### src/include/vdig_pkg.sv
/*
 Package for the video digitizer host port: select codes, pointer decode,
 command register field layout and struct carriers.
 Assumes a single 100 MHz ref_clk domain in the design that uses it.
*/
package vdig_pkg;
    // ------------------------------------------------------------
    // Widths and select codes
    // ------------------------------------------------------------
    localparam int DATA_W = 8;
    localparam int LUT_DEPTH = 256;
    localparam logic [1:0] SEL_POINTER = 2'h0;
    localparam logic [1:0] SEL_LUT = 2'h1;
    localparam logic [1:0] SEL_CONTROL = 2'h2;
    localparam logic [1:0] SEL_RESERVED = 2'h3;
    // Register offsets (low two pointer bits under SEL_CONTROL)
    localparam logic [1:0] OFF_COMMAND = 2'h0;
    localparam logic [1:0] OFF_TOP_DAC = 2'h1;
    localparam logic [1:0] OFF_BOTTOM_DAC = 2'h2;
    // ------------------------------------------------------------
    // Command register fields
    // ------------------------------------------------------------
    localparam int CMD_VIDEO_HI = 7;
    localparam int CMD_VIDEO_LO = 6;
    localparam int CMD_SYNC_HI = 5;
    localparam int CMD_SYNC_LO = 4;
    localparam int CMD_SLICE_HI = 3;
    localparam int CMD_SLICE_LO = 2;
    localparam logic [1:0] CMD_RSVD_VALUE = 2'h0;
    localparam int DAC_USED_LO = 2;
    localparam logic [7:0] POINTER_STEP = 8'h01;
    localparam logic [7:0] ZERO_BYTE = 8'h00;
    localparam logic [1:0] SLICE_50MV = 2'h0;
    localparam logic [1:0] SLICE_75MV = 2'h1;
    localparam logic [1:0] SLICE_100MV = 2'h2;
    localparam logic [1:0] SLICE_125MV = 2'h3;

    // Analog control outputs as one carrier
    typedef struct packed {
        logic [1:0] video_select;
        logic [1:0] sync_select;
        logic [1:0] slice_level;
        logic [5:0] top_dac;
        logic [5:0] bottom_dac;
    } analog_ctrl_t;

    // Host strobes and selects as one carrier
    typedef struct packed {
        logic rd_n;
        logic wr_n;
        logic sel_high;
        logic sel_low;
    } host_strobe_t;
endpackage : vdig_pkg

### src/verilog/video_digitizer_host_port.sv
/*
 Host port and pixel lookup path of a single-channel 8-bit video digitizer:
 pointer, command and reference code registers, lookup RAM and the pixel
 output stage with its clocked three-state control.
 Assumes host strobes, selects and write data are asynchronous pins that are
 synchronised here, that the converter code arrives in the ref_clk domain,
 and that the surrounding logic resolves the pixel bus and the host data bus
 from the enables. Host strobes must last at least three clocks low and three
 clocks high so that the synchronisers see every edge.
*/
`timescale 1ns/1ps
module video_digitizer_host_port (
    input wire logic ref_clk, // 100 MHz clock
    input wire logic reset_n, // Async reset, active low
    input wire logic host_rd_n, // Host read strobe, async
    input wire logic host_wr_n, // Host write strobe, async
    input wire logic host_select_low, // Select line low, async
    input wire logic host_select_high, // Select line high, async
    input wire logic [7:0] host_data_bus_in, // Host write data, async
    output logic [7:0] host_data_bus_out, // Host read data
    output logic host_data_bus_oe, // High while driving host bus
    input wire logic [7:0] converter_code, // Sample code, same domain
    input wire logic output_enable_n, // Pixel enable, async, low active
    output logic [7:0] pixel_output_bus, // Pixel data
    output logic pixel_output_oe, // High while driving pixels
    output vdig_pkg::analog_ctrl_t analog_ctrl // Mux, slicer, DAC codes
);
    // ------------------------------------------------------------
    // Synchronisers
    // ------------------------------------------------------------

    // Strobe carrier: first stage, second stage, one clock older
    vdig_pkg::host_strobe_t strobe_meta_q;
    vdig_pkg::host_strobe_t strobe_q;
    vdig_pkg::host_strobe_t strobe_prev_q;

    // Write data and pixel enable stages
    logic [7:0] wdata_meta_q;
    logic [7:0] wdata_q;
    logic oe_meta_q;
    logic oe_sync_q;

    // Two-flop sync of strobes and selects, older copy for edges
    always_ff @(posedge ref_clk or negedge reset_n) begin
        if (!reset_n) begin
            strobe_meta_q <= '{rd_n: 1'b1, wr_n: 1'b1, sel_high: 1'b0, sel_low: 1'b0};
            strobe_q <= '{rd_n: 1'b1, wr_n: 1'b1, sel_high: 1'b0, sel_low: 1'b0};
            strobe_prev_q <= '{rd_n: 1'b1, wr_n: 1'b1, sel_high: 1'b0, sel_low: 1'b0};
        end else begin
            strobe_meta_q <= '{rd_n: host_rd_n, wr_n: host_wr_n,
                               sel_high: host_select_high, sel_low: host_select_low};
            strobe_q <= strobe_meta_q;
            strobe_prev_q <= strobe_q;
        end
    end

    // Two-flop sync of write data, read only at write end
    always_ff @(posedge ref_clk or negedge reset_n) begin
        if (!reset_n) begin
            wdata_meta_q <= vdig_pkg::ZERO_BYTE;
            wdata_q <= vdig_pkg::ZERO_BYTE;
        end else begin
            wdata_meta_q <= host_data_bus_in;
            wdata_q <= wdata_meta_q;
        end
    end

    // Two-flop sync of pixel enable, idle keeps bus floated
    always_ff @(posedge ref_clk or negedge reset_n) begin
        if (!reset_n) begin
            oe_meta_q <= 1'b1;
            oe_sync_q <= 1'b1;
        end else begin
            oe_meta_q <= output_enable_n;
            oe_sync_q <= oe_meta_q;
        end
    end

    // ------------------------------------------------------------
    // Host decode
    // ------------------------------------------------------------

    // Pointer and its next value
    logic [7:0] pointer_q;
    logic [7:0] pointer_d;

    // Strobe levels and edges after synchronisation
    logic [1:0] sel_code;
    logic [1:0] prev_sel;
    logic rd_active;
    logic wr_end;
    logic rd_end;
    logic rd_start;

    // Target decode
    logic sel_pointer;
    logic sel_lut;
    logic sel_control;
    logic ctl_command;
    logic ctl_top;
    logic ctl_bottom;
    logic host_on_lut;

    // Low pointer bits pick one of four control places
    function automatic logic offset_hit(input logic [7:0] ptr, input logic [1:0] offset);
        return ptr[1:0] == offset;
    endfunction : offset_hit

    // Writes taken on the synced strobe rise, read byte on its fall
    // Write selects taken one clock earlier, still inside strobe; read selects at the strobe fall
    // Strobes need three clocks low and three high
    // Select code, cycle edges and target decode
    assign sel_code = {strobe_q.sel_high, strobe_q.sel_low};
    assign prev_sel = {strobe_prev_q.sel_high, strobe_prev_q.sel_low};
    assign rd_active = !strobe_q.rd_n;
    assign rd_start = !strobe_q.rd_n && strobe_prev_q.rd_n;
    assign rd_end = strobe_q.rd_n && !strobe_prev_q.rd_n;
    assign wr_end = strobe_q.wr_n && !strobe_prev_q.wr_n;
    assign sel_pointer = (prev_sel == vdig_pkg::SEL_POINTER);
    assign sel_lut = (prev_sel == vdig_pkg::SEL_LUT);
    assign sel_control = (prev_sel == vdig_pkg::SEL_CONTROL);
    assign ctl_command = sel_control && offset_hit(pointer_q, vdig_pkg::OFF_COMMAND);
    assign ctl_top = sel_control && offset_hit(pointer_q, vdig_pkg::OFF_TOP_DAC);
    assign ctl_bottom = sel_control && offset_hit(pointer_q, vdig_pkg::OFF_BOTTOM_DAC);
    assign host_on_lut = (sel_code == vdig_pkg::SEL_LUT) && (rd_active || !strobe_q.wr_n);

    // Pointer update: direct load on pointer write, else modulo-256 step
    always_comb begin
        pointer_d = pointer_q;
        if (wr_end && sel_pointer) begin
            pointer_d = wdata_q;
        end else if (wr_end || rd_end) begin
            pointer_d = pointer_q + vdig_pkg::POINTER_STEP;
        end
    end

    // ------------------------------------------------------------
    // Registers and lookup RAM
    // ------------------------------------------------------------

    // Control registers, no reset value
    logic [7:0] command_q;
    logic [7:0] top_dac_q;
    logic [7:0] bottom_dac_q;

    // Lookup RAM and its single port
    logic [7:0] lut_mem [vdig_pkg::LUT_DEPTH];
    logic [7:0] lut_index;
    logic [7:0] lut_word;

    // Host read data before capture
    logic [7:0] read_value;

    // Pointer register
    always_ff @(posedge ref_clk or negedge reset_n) begin
        if (!reset_n) begin
            pointer_q <= vdig_pkg::ZERO_BYTE;
        end else begin
            pointer_q <= pointer_d;
        end
    end

    // Command register, reserved low bits stored as zero
    always_ff @(posedge ref_clk) begin
        if (wr_end && ctl_command) begin
            command_q <= {wdata_q[vdig_pkg::CMD_VIDEO_HI:vdig_pkg::CMD_SLICE_LO], vdig_pkg::CMD_RSVD_VALUE};
        end
    end

    // Top reference code, no reset value
    always_ff @(posedge ref_clk) begin
        if (wr_end && ctl_top) begin
            top_dac_q <= wdata_q;
        end
    end

    // Bottom reference code; reserved writes land nowhere
    always_ff @(posedge ref_clk) begin
        if (wr_end && ctl_bottom) begin
            bottom_dac_q <= wdata_q;
        end
    end

    // Pixel data undefined while host is on the lookup
    // Host should keep off the lookup while digitizing
    // Single-port lookup: host pointer wins over pixel index
    assign lut_index = host_on_lut ? pointer_q : converter_code;
    assign lut_word = lut_mem[lut_index];

    // Lookup RAM write, no reset
    always_ff @(posedge ref_clk) begin
        if (wr_end && sel_lut) begin
            lut_mem[pointer_q] <= wdata_q;
        end
    end

    // Reserved offset and reserved select both read zero
    // Read data mux; reserved locations read zero
    always_comb begin
        read_value = vdig_pkg::ZERO_BYTE;
        unique case (sel_code)
            vdig_pkg::SEL_POINTER: read_value = pointer_q;
            vdig_pkg::SEL_LUT: read_value = lut_mem[pointer_q];
            vdig_pkg::SEL_CONTROL: begin
                unique case (pointer_q[1:0])
                    vdig_pkg::OFF_COMMAND: read_value = command_q;
                    vdig_pkg::OFF_TOP_DAC: read_value = top_dac_q;
                    vdig_pkg::OFF_BOTTOM_DAC: read_value = bottom_dac_q;
                    vdig_pkg::SEL_RESERVED: read_value = vdig_pkg::ZERO_BYTE;
                endcase
            end
            vdig_pkg::SEL_RESERVED: read_value = vdig_pkg::ZERO_BYTE;
        endcase
    end

    // ------------------------------------------------------------
    // Outputs
    // ------------------------------------------------------------

    // Host read data latched at read start, held through strobe
    always_ff @(posedge ref_clk or negedge reset_n) begin
        if (!reset_n) begin
            host_data_bus_out <= vdig_pkg::ZERO_BYTE;
        end else if (rd_start) begin
            host_data_bus_out <= read_value;
        end
    end

    // Host bus driven while the synced read strobe is low
    always_ff @(posedge ref_clk or negedge reset_n) begin
        if (!reset_n) begin
            host_data_bus_oe <= 1'b0;
        end else begin
            host_data_bus_oe <= rd_active;
        end
    end

    // ------------------------------------------------------------
    // Pixel outputs
    // ------------------------------------------------------------

    // Pixel path from the lookup word
    always_ff @(posedge ref_clk or negedge reset_n) begin
        if (!reset_n) begin
            pixel_output_bus <= vdig_pkg::ZERO_BYTE;
        end else begin
            pixel_output_bus <= lut_word;
        end
    end

    // Clocked three-state control of the pixel bus
    always_ff @(posedge ref_clk or negedge reset_n) begin
        if (!reset_n) begin
            pixel_output_oe <= 1'b0;
        end else begin
            pixel_output_oe <= !oe_sync_q;
        end
    end

    // ------------------------------------------------------------
    // Analog control outputs
    // ------------------------------------------------------------

    // Two-bit command field from its low bit position
    function automatic logic [1:0] cmd_field(input logic [7:0] code, input int lo);
        return code[lo+:2];
    endfunction : cmd_field

    // Upper six bits of a reference code; low two unused
    function automatic logic [5:0] dac_field(input logic [7:0] code);
        return code[vdig_pkg::DATA_W-1:vdig_pkg::DAC_USED_LO];
    endfunction : dac_field

    // Analog controls from command and DAC registers
    always_ff @(posedge ref_clk or negedge reset_n) begin
        if (!reset_n) begin
            analog_ctrl <= '0;
        end else begin
            analog_ctrl.video_select <= cmd_field(command_q, vdig_pkg::CMD_VIDEO_LO);
            analog_ctrl.sync_select <= cmd_field(command_q, vdig_pkg::CMD_SYNC_LO);
            analog_ctrl.slice_level <= cmd_field(command_q, vdig_pkg::CMD_SLICE_LO);
            analog_ctrl.top_dac <= dac_field(top_dac_q);
            analog_ctrl.bottom_dac <= dac_field(bottom_dac_q);
        end
    end
endmodule : video_digitizer_host_port

### config.mk
export PLATFORM = sky130hd
export DESIGN_NAME = video_digitizer_host_port
export DESIGN_NICKNAME = d
export VERILOG_FILES = /design/src/include/vdig_pkg.sv /design/src/verilog/video_digitizer_host_port.sv
export SDC_FILE = /design/constraint.sdc
export NUM_CORES = 2
export LEC_CHECK = 0
export BUFFER_PORTS_ARGS = -buffer_cell sky130_fd_sc_hd__buf_2
export CORE_ASPECT_RATIO = 0.5
export CORE_MARGIN = 8
export CORE_UTILIZATION = 25
export DETAILED_ROUTE_END_ITERATION = 7
export PLACE_DENSITY_LB_ADDON = 0.15
export SETUP_SLACK_MARGIN = 0.15
export SYNTH_ARGS = -nofsm -noshare
export SYNTH_HDL_FRONTEND = slang
export SYNTH_SLANG_ARGS = --single-unit
### constraint.sdc
create_clock -name ref_clk -period 4.9 [get_ports ref_clk]
set_clock_uncertainty 0.2 [all_clocks]
set_input_delay 0.98 -clock ref_clk [delete_from_list [all_inputs] [get_ports ref_clk]]
set_output_delay 0.98 -clock ref_clk [all_outputs]
set_load 0.01 [all_outputs]
==> metrics.txt <==
Syn Area/Cell between 15 and 20 um^2; startpoint types flip-flop; Initial Util 0.252; CTS tree yes; Worst setup endpoint pixel_output_bus[7]; Rel. slew slack -0.151; Top Metal Used met5; Async SR Flop Fraction 0.0345; Die X 908 um; vias in the first global route 62553; gr ovfl total 0; Setup CP Type flip-flop to flip-flop; failing checks max-capacitance violations, max-slew violations; clock tree buffer depth 4; Final period util 0.975; synth unique cells 82; Power Density approximately 470 nW/um^2; Critical Path AT between 5 and 6 ns; Max-cap violations 1; f_max 0.209 GHz; Via-to-Cell Ratio 5.50; Final Cell Area 118000 um^2; Nets approximately 5900; final hold violations 0; Clock Pin Slew Worst Setup and Hold Paths about 0.07 ns; M1 WL ~190 mm; Overall Global Routing Usage 0.202; met3 routed wirelength around 42 mm; die area 420000 um^2; Worst Hold Class flip-flop to flip-flop; cts bufs inserted ~230; Clock Sinks 2144; count leader, synth edfxtp_1; initial antenna violation count between 50 and 60; CP Capture Type flip-flop; Placed Cells 10945; synth warn 0; total leakage power 37.3 nW; PortBufs 58; DR WL met2 189 mm; fillers just under 40000; First-pass DRT Iterations 6; Finished Layout Cells between 10000 and 15000; core area 395000 um^2; DR vias 62638; peak supply drop 0.000494 V; Die H 462 um; area share of the largest cell type after synthesis 0.625; CP required 5.48 ns; pin count of the biggest net entering global routing between 150 and 200; # H-tree levels 4; # DRC 0; RSZ-0062 raised after global routing no; post-layout minimum cycle time 4.78 ns; initial DRC count 9463; # IOs 59; drt wl/cell 38.2 um; Final Wtd Congestion 0.893; synth cell count leaders 2070 x edfxtp_1, 1023 x mux4_2, 341 x nand2_1, 309 x nor2_1, 170 x clkbuf_1; Area contributors post-synth edfxtp_1 62%, mux4_2 23%, dfrtp_1 1.7%; Synth Instances 5355; area delta synth->final 18.7%; first-pass GRT wire length 582 mm; Clk Latency, worst-skew pair between 0.9 and 1 ns; Worst-Margin Slew 1.73 ns; fraction of layout cells with a size suffix above 1 0.364; maximum fanout along the worst path 16; Final Max Tran Viols 106; Setup Fix Bufs, Post-CTS 0; Seq cells post-synth 2144; final setup fails 0; total wire length roughly 440 mm; Syn Nets 5383; FF-to-FF Start sel_code[0]; sequential fraction of the synthesis area 0.643; Routed Antenna Nets 0; Main synth FF type edfxtp_1; end of the worst register-to-register path pixel_output_bus[7]; status finished, violations left; Worst Hold Slack 0.152 ns; post-synth top area cell edfxtp_1; dpl cell area 110000 um^2; area of the mapped netlist 99500 um^2; row count 163; number of synthesized flops with an enable pin just over 2000; worst reg-to-reg path cell count 12; CP startpoint sel_code[0]; FF-to-FF setup slack ~0.12 ns; clock root buffer clkbuf_16; DP Wirelength 299 mm
## cells by family (layout without fill, tap and decap cells)
logic type               after synthesis  count (layout)  synth area share
adder cells (fa/ha/maj)                5               5          0.000629
AO/OA/AOI/OAI                        583             583            0.0406
buffers and inverters                440            1173            0.0234
flip-flops                          2144            2144             0.643
other                                  0              19                 0
AND/OR/NAND/NOR                     1017            1017            0.0460
multiplexers                        1166            1166             0.246
## power by group
part           leakage, nW  internal, mW  total [mW]  switching, mW
sequential            19.4          20.2        20.6          0.409
combinational         14.2          6.40        17.6           11.2
clock                 3.60          10.1        17.9           7.74
total                 37.3          36.8        56.1           19.3
## worst min-delay path by stage
stage / start / end / slack (ns) / cells after the start
2_1_floorplan: strobe_meta_q[0] / sel_code[0] / 0.13 / 0
3_3_place_gp: wdata_meta_q[6] / wdata_q[6] / 0.14 / 0
3_5_place_dp: wdata_meta_q[7] / wdata_q[7] / 0.14 / 0
4_1_cts: wdata_meta_q[6] / wdata_q[6] / 0.15 / 0
5_1_grt: wdata_meta_q[6] / wdata_q[6] / 0.16 / 0
6_report: wdata_meta_q[6] / wdata_q[6] / 0.15 / 0
## layout by cell type, fill, tap and decap left out, types with 60 or more instances in the layout
cell          n
o22ai_1     106
and3_1       76
nand3_1     115
buf_4       611
o21ai_0      65
clkbuf_16   234
a21oi_1      81
buf_12       73
nand2_1     323
nor3_1       60
edfxtp_1   2070
mux4_2     1023
mux2i_1     117
nor2_1      299
a211oi_1     65
## metrics by stage
| step | setup slack [ns] | total power [mW] | util | TNS [ns] |
|---|---|---|---|---|
| floorplan | 0.672 | 29.8 | - | 0 |
| global placement | -0.712 | 38.3 | 0.279 | -2.15 |
| detailed placement | -0.472 | 38.3 | 0.279 | -1.30 |
| CTS | 0.152 | 56.2 | 0.299 | 0 |
| global route | 0.191 | 57.3 | 0.299 | 0 |
| finish | 0.124 | 56.1 | 0.299 | 0 |
## timing repair
item / in CTS / in global routing
hold buffers: 14 / 0
hold endpoints to repair: 79 / 0
setup endpoints to repair: 6 / 7
gates cloned: 0 / 0
gates resized for setup: 8 / 10
## flip-flops by register name (all words and copies together), names as in the netlist
| name | count |
|---|---|
| host_data_bus_out | 8 |
| lut_mem | 2048 |
| host_data_bus_oe | 1 |
| top_dac_q | 8 |
| oe_sync_q | 1 |
| command_q | 6 |
| wdata_meta_q | 8 |
| wdata_q | 8 |
| sel_code | 2 |
| pixel_output_oe | 1 |
| analog_ctrl | 18 |
| strobe_prev_q | 2 |
| strobe_q | 2 |
| pointer_q | 8 |
| prev_sel | 2 |
| pixel_output_bus | 8 |
| oe_meta_q | 1 |
| bottom_dac_q | 8 |
| strobe_meta_q | 4 |
## critical path, cell delays in order, from the launching register on
cell	delay, ns
dfrtp_1	0.43
nor2b_4	0.44
nand3_1	0.43
nand2_8	0.38
buf_12	0.21
buf_4	0.36
buf_4	0.31
mux4_2	0.32
or2_2	0.30
a311oi_2	0.40
nand4_1	0.36
nand4_1	0.32
a211oi_1	0.14
## layer usage
layer / global-route usage / up-vias
li1: - / 23937
met1: 0.290 / 34544
met2: 0.302 / 3505
met3: 0.0509 / 636
met4: 0.0565 / 16
met5: 0 / -
## cell type report
type,instances,area (um^2),share of cell area
diodes,19,47.5,0.000402
clock buffers,273,6050,0.0512
clock inverters,136,1390,0.0117
inverters,8,30.0,0.000254
multi-input cells,2771,33500,0.283
flip-flops and latches,2144,64100,0.542
well taps,5280,6610,0.0559
repair buffers,756,6480,0.0548
Note: power is estimated with default switching activity, not from simulation.
